$ cat config.mk
export PLATFORM = sky130hd
export DESIGN_NAME = fcs_host
export DESIGN_NICKNAME = d
export VERILOG_FILES = /design/src/design/fcs_pkg.sv /design/src/design/fcs_cycle.sv /design/src/design/fcs_host.sv
export SDC_FILE = /design/constraint.sdc
export NUM_CORES = 1
export LEC_CHECK = 0
export BUFFER_PORTS_ARGS = -buffer_cell sky130_fd_sc_hd__buf_2
export CORE_MARGIN = 3
export CORE_UTILIZATION = 43
export DETAILED_ROUTE_END_ITERATION = 10
export SLEW_MARGIN = 20
export SYNTH_ARGS = -nofsm -noshare
export SYNTH_HDL_FRONTEND = slang
export SYNTH_HIERARCHICAL = 1
export SYNTH_SLANG_ARGS = --single-unit
export TNS_END_PERCENT = 50
$ cat constraint.sdc
create_clock -name mclk -period 5.5 [get_ports mclk]
set_clock_uncertainty 0.05 [all_clocks]
set_input_delay 0.825 -clock mclk [delete_from_list [all_inputs] [get_ports mclk]]
set_output_delay 0.825 -clock mclk [all_outputs]
set_load 0.01 [all_outputs]
$ cat src/design/fcs_pkg.sv
// constants shared by the flash command host controller
package fcs_pkg;
   localparam int unsigned CLK_HZ        = 20_000_000;
   localparam int unsigned ADDR_W        = 16;
   localparam int unsigned DATA_W        = 8;
   // command codes
   localparam logic [7:0] CMD_READ0      = 8'h00;
   localparam logic [7:0] CMD_READ1      = 8'hff;
   localparam logic [7:0] CMD_ERASE      = 8'h30;
   localparam logic [7:0] CMD_PROG0      = 8'h10;
   localparam logic [7:0] CMD_PROG1      = 8'h50;
   localparam logic [7:0] CMD_ID0        = 8'h80;
   localparam logic [7:0] CMD_ID1        = 8'h90;
   localparam logic [7:0] ERASED_BYTE    = 8'hff;
   localparam logic [15:0] ID_MAKER_ADDR = 16'h0000;
   localparam logic [15:0] ID_PART_ADDR  = 16'h0001;
   localparam int unsigned DONE_BIT      = 7;
   // bus timing in ns
   localparam int unsigned T_SETUP_NS    = 100;
   localparam int unsigned T_PULSE_NS    = 100;
   localparam int unsigned T_HOLD_NS     = 100;
   localparam int unsigned T_ACC_NS      = 150;
   localparam int unsigned CLK_NS        = 1_000_000_000 / CLK_HZ;
   localparam logic [3:0] SETUP_CYC = 4'((T_SETUP_NS + CLK_NS - 1) / CLK_NS);
   localparam logic [3:0] PULSE_CYC = 4'((T_PULSE_NS + CLK_NS - 1) / CLK_NS);
   localparam logic [3:0] HOLD_CYC  = 4'((T_HOLD_NS + CLK_NS - 1) / CLK_NS);
   localparam logic [3:0] ACC_CYC   = 4'((T_ACC_NS + CLK_NS - 1) / CLK_NS);
   // user operation codes
   typedef enum logic [2:0]
   {
      OP_READ   = 3'b000,
      OP_ID     = 3'b001,
      OP_ERASE  = 3'b010,
      OP_PROG   = 3'b011,
      OP_RESET  = 3'b100
   } fcs_op_t;
endpackage : fcs_pkg

$ cat src/design/fcs_cycle.sv
// one bus cycle on the flash pins: write strobe or read sample
`timescale 1ns/10ps
module fcs_cycle
   import fcs_pkg::*;
(
   // clock and reset
   input  wire logic              mclk,
   input  wire logic              sys_rst,
   input  wire logic              ce,
   // request
   input  wire logic              go,
   input  wire logic              wr,
   input  wire logic [15:0]       addr,
   input  wire logic [7:0]        wdata,
   output logic                   done,
   output logic [7:0]             rdata,
   // flash pins
   output logic [15:0]            flash_addr,
   output logic [7:0]             flash_dq_o,
   output logic                   flash_dq_oe,
   input  wire logic [7:0]        flash_dq_i,
   output logic                   chip_select_n,
   output logic                   write_strobe_n,
   output logic                   output_enable_n
);
   typedef enum logic [1:0]
   {
      C_IDLE  = 2'b00,
      C_SETUP = 2'b01,
      C_PULSE = 2'b10,
      C_HOLD  = 2'b11
   } fcs_cst_t;

   typedef struct packed
   {
      fcs_cst_t    st;
      logic [3:0]  cnt;
      logic        wr;
      logic [15:0] addr;
      logic [7:0]  wdata;
      logic [7:0]  rdata;
      logic [7:0]  s1;
      logic [7:0]  s2;
      logic        done;
   } fcs_cyc_t;

   fcs_cyc_t q, d;

   always_comb
   begin
      d       = q;
      d.done  = 1'b0;
      d.s1    = flash_dq_i;
      d.s2    = q.s1;
      case (q.st)
         C_IDLE:
         begin
            if (go)
            begin
               d.wr    = wr;
               d.addr  = addr;
               d.wdata = wdata;
               d.cnt   = SETUP_CYC;
               d.st    = C_SETUP;
            end
         end
         C_SETUP:
         begin
            d.cnt = q.cnt - 4'h1;
            if (q.cnt == 4'h1)
            begin
               // read waits access time plus the two sync stages
               d.cnt = q.wr ? PULSE_CYC : ACC_CYC + 4'h2;
               d.st  = C_PULSE;
            end
         end
         C_PULSE:
         begin
            d.cnt = q.cnt - 4'h1;
            if (q.cnt == 4'h1)
            begin
               if (!q.wr)
               begin
                  d.rdata = q.s2;
               end
               d.cnt = HOLD_CYC;
               d.st  = C_HOLD;
            end
         end
         C_HOLD:
         begin
            d.cnt = q.cnt - 4'h1;
            if (q.cnt == 4'h1)
            begin
               d.done = 1'b1;
               d.st   = C_IDLE;
            end
         end
         default:
         begin
            d.st = C_IDLE;
         end
      endcase
   end

   always_ff @(posedge mclk or posedge sys_rst)
   begin
      if (sys_rst)
      begin
         q <= '0;
      end
      else if (ce)
      begin
         q <= d;
      end
   end

   // address set before the strobe falls, data held past its rise
   assign done            = q.done;
   assign rdata           = q.rdata;
   assign flash_addr      = q.addr;
   assign flash_dq_o      = q.wdata;
   assign flash_dq_oe     = q.wr && (q.st != C_IDLE);
   assign chip_select_n   = (q.st == C_IDLE);
   assign write_strobe_n  = !(q.wr && q.st == C_PULSE);
   assign output_enable_n = !(!q.wr && q.st == C_PULSE);
endmodule : fcs_cycle

$ cat src/design/fcs_host.sv
// host controller that drives the parallel flash command interface
`timescale 1ns/10ps
module fcs_host
   import fcs_pkg::*;
#(parameter logic [15:0] CHECK_LAST = 16'hffff)   // erase check sweeps 0 up to here
(
   // clock and reset
   input  wire logic              mclk,
   input  wire logic              sys_rst,
   input  wire logic              clk_en,
   // user request
   input  wire logic              req_valid,
   output logic                   req_ready,
   input  wire logic [2:0]        req_op,
   input  wire logic [15:0]       req_addr,
   input  wire logic [7:0]        req_data,
   input  wire logic              req_id_part,
   // user answer
   output logic                   rsp_valid,
   output logic [7:0]             rsp_data,
   output logic                   rsp_erase_bad,
   // supply control
   output logic                   program_supply,
   // flash pins
   output logic [15:0]            flash_addr,
   output logic [7:0]             flash_dq_o,
   output logic                   flash_dq_oe,
   input  wire logic [7:0]        flash_dq_i,
   output logic                   chip_select_n,
   output logic                   write_strobe_n,
   output logic                   output_enable_n
);
   typedef enum logic [3:0]
   {
      H_IDLE   = 4'b0000,
      H_CMD1   = 4'b0001,
      H_CMD2   = 4'b0010,
      H_POLL   = 4'b0011,
      H_RDCMD  = 4'b0100,
      H_READ   = 4'b0101,
      H_CHECK  = 4'b0110,
      H_ANSWER = 4'b0111
   } fcs_hst_t;

   typedef struct packed
   {
      fcs_hst_t    st;
      fcs_op_t     op;
      logic [15:0] addr;
      logic [7:0]  data;
      logic [15:0] scan;
      logic        go;
      logic        wr;
      logic [15:0] caddr;
      logic [7:0]  cdata;
      logic [7:0]  rsp;
      logic        rsp_v;
      logic        bad;
   } fcs_host_t;

   fcs_host_t   q, d;
   logic        cyc_done;
   logic [7:0]  cyc_rdata;

   // true when the done bit read back shows the operation finished
   function automatic logic op_finished(input fcs_op_t op, input logic [7:0] rd,
                                        input logic [7:0] wd);
      if (op == OP_ERASE)
         op_finished = rd[DONE_BIT];
      else
         op_finished = (rd[DONE_BIT] == wd[DONE_BIT]);
   endfunction : op_finished

   function automatic logic [7:0] first_code(input fcs_op_t op);
      case (op)
         OP_ERASE: first_code = CMD_ERASE;
         OP_PROG:  first_code = CMD_PROG0;
         OP_ID:    first_code = CMD_ID1;
         default:  first_code = CMD_READ1;
      endcase
   endfunction : first_code

   always_comb
   begin
      d       = q;
      d.go    = 1'b0;
      d.rsp_v = 1'b0;
      case (q.st)
         H_IDLE:
         begin
            if (req_valid)
            begin
               d.op   = fcs_op_t'(req_op);
               d.addr = req_id_part ? ID_PART_ADDR : req_addr;
               d.data = req_data;
               d.bad  = 1'b0;
               d.wr   = 1'b1;
               d.caddr = 16'h0000;
               d.cdata = first_code(fcs_op_t'(req_op));
               d.go   = 1'b1;
               d.st   = H_CMD1;
            end
         end
         H_CMD1:
         begin
            if (cyc_done)
            begin
               d.go = 1'b1;
               case (q.op)
                  OP_ERASE:
                  begin
                     d.cdata = CMD_ERASE;
                     d.st    = H_CMD2;
                  end
                  OP_PROG:
                  begin
                     d.caddr = q.addr;
                     d.cdata = q.data;
                     d.st    = H_CMD2;
                  end
                  OP_RESET:
                  begin
                     d.cdata = CMD_READ1;
                     d.st    = H_CMD2;
                  end
                  default:
                  begin
                     d.wr    = 1'b0;
                     d.caddr = q.addr;
                     d.st    = H_READ;
                  end
               endcase
            end
         end
         H_CMD2:
         begin
            if (cyc_done)
            begin
               if (q.op == OP_RESET)
               begin
                  d.rsp_v = 1'b1;
                  d.st    = H_IDLE;
               end
               else
               begin
                  // device times the operation; host only polls
                  d.go    = 1'b1;
                  d.wr    = 1'b0;
                  d.caddr = q.addr;
                  d.st    = H_POLL;
               end
            end
         end
         H_POLL:
         begin
            if (cyc_done)
            begin
               d.go = 1'b1;
               if (op_finished(q.op, cyc_rdata, q.data))
               begin
                  d.rsp  = cyc_rdata;
                  d.scan = 16'h0000;
                  d.caddr = 16'h0000;
                  d.st   = (q.op == OP_ERASE) ? H_CHECK : H_ANSWER;
                  d.go   = (q.op == OP_ERASE);
               end
            end
         end
         H_CHECK:
         begin
            if (cyc_done)
            begin
               if (cyc_rdata != ERASED_BYTE)
               begin
                  d.bad = 1'b1;
               end
               d.scan  = q.scan + 16'h0001;
               d.caddr = q.scan + 16'h0001;
               d.go    = (q.scan != CHECK_LAST);
               d.st    = (q.scan != CHECK_LAST) ? H_CHECK : H_ANSWER;
            end
         end
         H_READ:
         begin
            if (cyc_done)
            begin
               d.rsp = cyc_rdata;
               d.st  = H_ANSWER;
            end
         end
         H_ANSWER:
         begin
            d.rsp_v = 1'b1;
            d.st    = H_IDLE;
         end
         default:
         begin
            d.st = H_IDLE;
         end
      endcase
   end

   always_ff @(posedge mclk or posedge sys_rst)
   begin
      if (sys_rst)
      begin
         q <= '0;
      end
      else if (clk_en)
      begin
         q <= d;
      end
   end

   fcs_cycle u_cycle
   (
      .mclk            (mclk),
      .sys_rst         (sys_rst),
      .ce              (clk_en),
      .go              (q.go),
      .wr              (q.wr),
      .addr            (q.caddr),
      .wdata           (q.cdata),
      .done            (cyc_done),
      .rdata           (cyc_rdata),
      .flash_addr      (flash_addr),
      .flash_dq_o      (flash_dq_o),
      .flash_dq_oe     (flash_dq_oe),
      .flash_dq_i      (flash_dq_i),
      .chip_select_n   (chip_select_n),
      .write_strobe_n  (write_strobe_n),
      .output_enable_n (output_enable_n)
   );

   // supply stays up after reset so commands are taken; the device
   // falls back to reading while it is low, so none are issued then
   assign program_supply = 1'b1;
   assign req_ready      = (q.st == H_IDLE);
   assign rsp_valid      = q.rsp_v;
   assign rsp_data       = q.rsp;
   assign rsp_erase_bad  = q.bad;

   property p_setup_second;
      @(posedge mclk) disable iff (sys_rst)
      (clk_en && q.st == H_CMD1 && cyc_done && q.op == OP_ERASE) |=>
         (q.cdata == CMD_ERASE && q.st == H_CMD2);
   endproperty
   a_setup_second: assert property (p_setup_second) else $error("erase second code");

   property p_prog_data;
      @(posedge mclk) disable iff (sys_rst)
      (clk_en && q.st == H_CMD1 && cyc_done && q.op == OP_PROG) |=>
         (q.cdata == q.data && q.caddr == q.addr);
   endproperty
   a_prog_data: assert property (p_prog_data) else $error("program write wrong");

   property p_poll_read;
      @(posedge mclk) disable iff (sys_rst)
      (q.st == H_POLL) |-> (flash_dq_oe == 1'b0 || chip_select_n);
   endproperty
   a_poll_read: assert property (p_poll_read) else $error("host drove bus during poll");

   property p_strobe_sep;
      @(posedge mclk) disable iff (sys_rst)
      $fell(write_strobe_n) |-> output_enable_n && !chip_select_n && flash_dq_oe;
   endproperty
   a_strobe_sep: assert property (p_strobe_sep) else $error("strobe without select");

   property p_data_hold;
      @(posedge mclk) disable iff (sys_rst)
      $rose(write_strobe_n) |-> !chip_select_n && $stable(flash_dq_o);
   endproperty
   a_data_hold: assert property (p_data_hold) else $error("data not held");

   property p_reset_two;
      @(posedge mclk) disable iff (sys_rst)
      (clk_en && q.st == H_CMD1 && cyc_done && q.op == OP_RESET) |=>
         (q.cdata == CMD_READ1);
   endproperty
   a_reset_two: assert property (p_reset_two) else $error("reset not repeated");

   property p_erase_done;
      @(posedge mclk) disable iff (sys_rst)
      (clk_en && q.st == H_POLL && cyc_done && q.op == OP_ERASE && !cyc_rdata[DONE_BIT])
         |=> (q.st == H_POLL);
   endproperty
   a_erase_done: assert property (p_erase_done) else $error("erase left early");

   property p_supply;
      @(posedge mclk) disable iff (sys_rst)
      !chip_select_n |-> program_supply;
   endproperty
   a_supply: assert property (p_supply) else $error("access with supply low");
endmodule : fcs_host

## Word level (Yosys, flattened, before mapping)

Index checks and enable logic that the tools add are counted.
Widths: inputs -> output; s select.

- Register bits: 139
- Input port bits: 40
- Output and inout port bits: 40

- Add/sub/neg operators: 2
- Eq/ne operators: 35
- Muxes and demuxes: 54
- Bitwise logic cells: 1
- Reduce and logical (&&, ||, !) cells: 29

Operator list:

| kind | number |
|---|---|
| $mux 16 | 5 |
| $pmux 16 s5 | 1 |
| $mux 31 | 2 |
| $mux 26 | 2 |
| $mux 17 | 3 |
| $pmux 8 s3 | 2 |
| $mux 18 | 2 |
| $pmux 16 s2 | 1 |
| $pmux 8 s2 | 2 |
| $reduce_and 5->1 | 5 |
| $mux 4 | 6 |
| $mux 8 | 3 |
| $pmux 4 s6 | 1 |
| $pmux 6 s4 | 1 |
| $ne 2x1->1 const B | 9 |
| $add 16x1->16 const B | 1 |
| $ne 16x16->1 const B | 1 |
| $mux 1 | 13 |
| $eq 3x2->1 const B | 4 |
| $eq 4x3->1 const B | 3 |
| $mux 6 | 2 |
| $ne 2x2->1 const B | 6 |
| $reduce_and 10->1 | 1 |
| $reduce_bool 2->1 | 5 |
| other kinds (29) | 40 |

## Logic depth before layout (Yosys ltp)

- Word-level depth: 7
- Depth in mapped cells: 8

## Modules after synthesis

The synthesis kept the hierarchy.

By module, submodules not included:

| module | times used | cells each | area each (um^2) | sequential area each (um^2) |
|---|---|---|---|---|
| fcs_host | 1 | 471 | 4591.9 | 2052.0 |
| fcs_cycle | 1 | 192 | 2657.5 | 1401.3 |

## Worst setup path before layout

OpenSTA, ideal clock, no wires.

- Path kind: input-to-reg
- Start point: input port req_valid
- End point: register, netlist name q[27]
- Data arrival time: 1997 ps
- Required time: 5368 ps
- Slack: 3371 ps
- Stages: 6
- Path buffers: 1
- Path through: nor3b_2 -> a2111oi_4 -> a2111oi_4 -> buf_4 -> nor2_1 -> a31oi_1

RTL lines:

| what | RTL line | text |
|---|---|---|
| from (decl) | fcs_host.sv:12 | `input wire logic req_valid,` |

==> key figures <==
Die
  – Starting density of the core: 0.448
  – Die height: 136 um
  – Area enclosed by the die boundary: 18,500 um2
  – Width of the die: 136 um
  – Placeable core area: 16,200 um2
  – Core Rows: 46
  – Count of pins on the block boundary: 80

Setup path
  – Reg-to-Reg End: q[40]
  – Worst Setup SP: q[80]
  – Critical-path cell with the highest stage delay: and3b_1
  – Arrival time reported for the critical path endpoint: 3.02 ns
  – Flop2flop setup slack: 2.76 ns
  – Cell-by-cell trace of the critical path: and3b_1 > nand3_1 > nor3_1 > a41oi_1 > o21ai_1
  – Critical setup path kind: flip-flop to flip-flop
  – Maximum fanout along the worst path: 23
  – Crit path launch type: flip-flop
  – Worst path required time: 5.78 ns
  – Crit Reg-Reg Startpoint: q[80]
  – Delay of the slowest cell on the worst path: 0.87 ns
  – CP Capture Type: flip-flop
  – Worst setup path end: q[40]
  – Worst Reg-to-Reg Cells: 5

Timing
  – Final hold viol count: 0
  – Setup TNS: 0 ns
  – Least-Margin Pin Slew: 0.929 ns
  – Max Freq: 365 MHz
  – Setup repair after global routing missed its margin: no
  – Post-route setup slack: 2.76 ns
  – Number of max-slew violations in the final report: 0
  – Tightest slew margin relative to the limit: 0.381
  – Setup violation total in the final timing report: 0
  – Time the worst path needs with I/O delays and setup: 2.74 ns
  – Period utilisation layout: 0.499
  – Worst hold slack: 0.378 ns

Clocking
  – Clock latency reported for the late side of the worst-skew pair: 0.41 ns
  – CTS tree: built
  – Post-CTS Setup Bufs: 0
  – Hold_buf cts: 0
  – Clock root buffer: clkbuf_16
  – Clock slew at reported path FFs: 0.06 ns
  – Number of clock sinks: 138
  – CTS max path bufs: 2
  – Total of cells resized after clock tree synthesis: 0
  – TritonCTS buffer count: 17
  – Clock H-tree levels: 4

Logic synthesis
  – Most frequently used cell type in the post-synthesis netlist: dfrtp_1
  – Largest area contributor in the netlist: dfrtp_1
  – Number of distinct library cell variants in the gate-level netlist after synthesis: 76
  – Post-synthesis register bit count: 138
  – EDFF count, synth: 0
  – Cell types occupying the most area after synthesis: dfrtp_1, mux2_2, mux2_4
  – Mapped Nets: 706
  – Proportion of netlist area held by the largest area contributor: 0.476
  – Post-Synthesis Cells: 663
  – Top post-synthesis cells by count: dfrtp_1, nand2_1, buf_4, mux2_2, o21ai_0
  – Mapped cell area: 7250 um2
  – Main synth FF type: dfrtp_1
  – Syn. warnings: 6
  – Average size of a mapped cell: 10.9 um2
  – Share of synthesized area occupied by flip-flops and latches: 0.476
  – Share of async-settable or async-resettable flops after synthesis: 1.00

Placed design
  – Instance count after placement with tap cells included: 879
  – Setup slack at placement: 2.61 ns
  – Hpwl dp: 10,400 um
  – Buffers on Ports: 78
  – Routability cong.: 0.827

Route
  – Drt pass-1 iters: 5
  – Top routing layer in use: met4
  – Aggregate routed wire length: 14,900 um
  – Amount of wire on met2 after detailed routing: 6800 um
  – DR WL/cell: 16.4 um
  – Post-route ant nets: 0
  – DR iter-0 viols: 336
  – Total length of routed met3 wires: 815 um
  – Number of design rule violations left after detail routing: 0
  – Number of vias after detailed routing: 4,913
  – Routed via count divided by cell count: 5.39
  – DRT met1 WL: 7160 um

Finish
  – Final cell count without fillers: 911
  – P&R area growth vs syn: 9.75%
  – Fraction of final layout cells sized beyond drive strength 1: 0.301
  – Count of nets after finishing: 725
  – ANT cells: 0

Power
  – Peak ir drop on the vdd network: 0.244 mV
  – Leak: 0.00358 uW
  – Total internal power: 2460 uW
  – Share of total power in sequential cells: 0.445
  – Pwr per Cell Area: 466 nW/um2
  – Switching Power: 1250 uW
  – Proportion of total power due to net switching: 0.336
  – Combinational power share: 0.268
  – Power share of the clock group: 0.287

Global route
  – Via count of the first global-routing pass: 4,809
  – Pin count of the biggest net entering global routing: 58
  – Initial antenna violation count: 0
  – Global-route wire length before repair: 25,000 um
  – GRT Residual Overflow: 0
  – Overall track demand over capacity in global routing: 0.172

Outcome
  – Result of the run: complete, no violations

Run
  – Max Cap Violations: 0

Hold path
  – Worst min-delay path class: input pin to asynchronous set/reset pin
## worst max-delay path: cells and delay by family (launching register included)
kind            cells  cell delay [ns]
compound gates      2             0.19
flops               1             0.76
simple gates        3             1.65
## state kept, by name, summed over array words and instances, names as in the netlist
signal              count
rsp_data                8
rsp_valid               1
q                      72
u_cycle/d               8
u_cycle/flash_dq_o      8
u_cycle/q              15
u_cycle/done            1
u_cycle/rdata           8
rsp_erase_bad           1
u_cycle/flash_addr     16
## metrics by stage
step / cell area, um2 / util / power [uW]
2_1_floorplan: 7250 / - / 2500
3_3_place_gp: 7390 / 0.457 / 2610
3_5_place_dp: 7390 / 0.457 / 2660
4_1_cts: 7950 / 0.492 / 3740
5_1_grt: 7960 / 0.492 / 3960
6_report: 7960 / 0.492 / 3710
## how the worst min path moves through the flow
stage / to / slack, ns / cells past startpoint
2_1_floorplan: q[13] / 0.39 / 2
4_1_cts: q[54] / 0.38 / 2
3_5_place_dp: u_cycle/rdata[0] / 0.42 / 1
5_1_grt: q[54] / 0.40 / 2
6_report: q[12] / 0.38 / 2
3_3_place_gp: q[72] / 0.41 / 2
## power by group through the flow
stage	Clock [uW]	Sequential (uW)	Combinational [uW]
after floorplan	0	1490	1010
after global placement	0	1640	966
after detailed placement	0	1660	994
after CTS	1090	1650	1000
after global routing	1140	1710	1120
final	1070	1650	992
## routing by layer
layer | track usage | vias to the layer above
met4 | 0.0431 | 0
met1 | 0.244 | 2391
met3 | 0.0463 | 8
li1 | - | 2364
met2 | 0.262 | 150
met5 | 0 | -
## kinds of logic (layout without fill, tap and decap cells)
kind of cell | Yosys count | after routing | share of synthesized area
and+or+nand+nor | 178 | 178 | 0.132
DFF | 138 | 138 | 0.476
AOI/OAI and AO/OA | 156 | 156 | 0.154
buffers and inverters | 99 | 131 | 0.0853
other | 1 | 1 | 0.000517
adders and majority gates | 3 | 3 | 0.00518
xor gates and xnor gates | 13 | 13 | 0.0157
muxes | 75 | 75 | 0.131
## cell type report
class | count | area, um2
timing repair buffer | 84 | 435
multi-input combinational | 426 | 3180
sequential | 138 | 3450
inverter | 15 | 57.6
clock inverter | 13 | 123
clock buffer | 19 | 433
fill | 1476 | 8220
tap | 216 | 270
## cell usage in the layout (no fill, tap or decap), types with 4 or more instances in the layout
cell type	count
o21ai_0	42
nor3_1	6
mux2_2	43
a31oi_4	4
clkbuf_16	17
clkinv_4	4
a21o_1	5
xnor2_1	6
inv_1	13
a21oi_1	38
o21a_1	6
buf_4	6
clkinv_2	4
nand4_1	7
nor2b_1	6
mux2_1	6
nor2_1	41
buf_2	78
a31oi_1	8
nand2_1	46
or3_1	4
xor2_1	7
and3_1	9
a22oi_1	12
mux2_4	25
nand3_1	10
o31ai_1	4
dfrtp_1	138
and4_1	4
nand2b_1	19
Power figures use the tool's default switching activity.
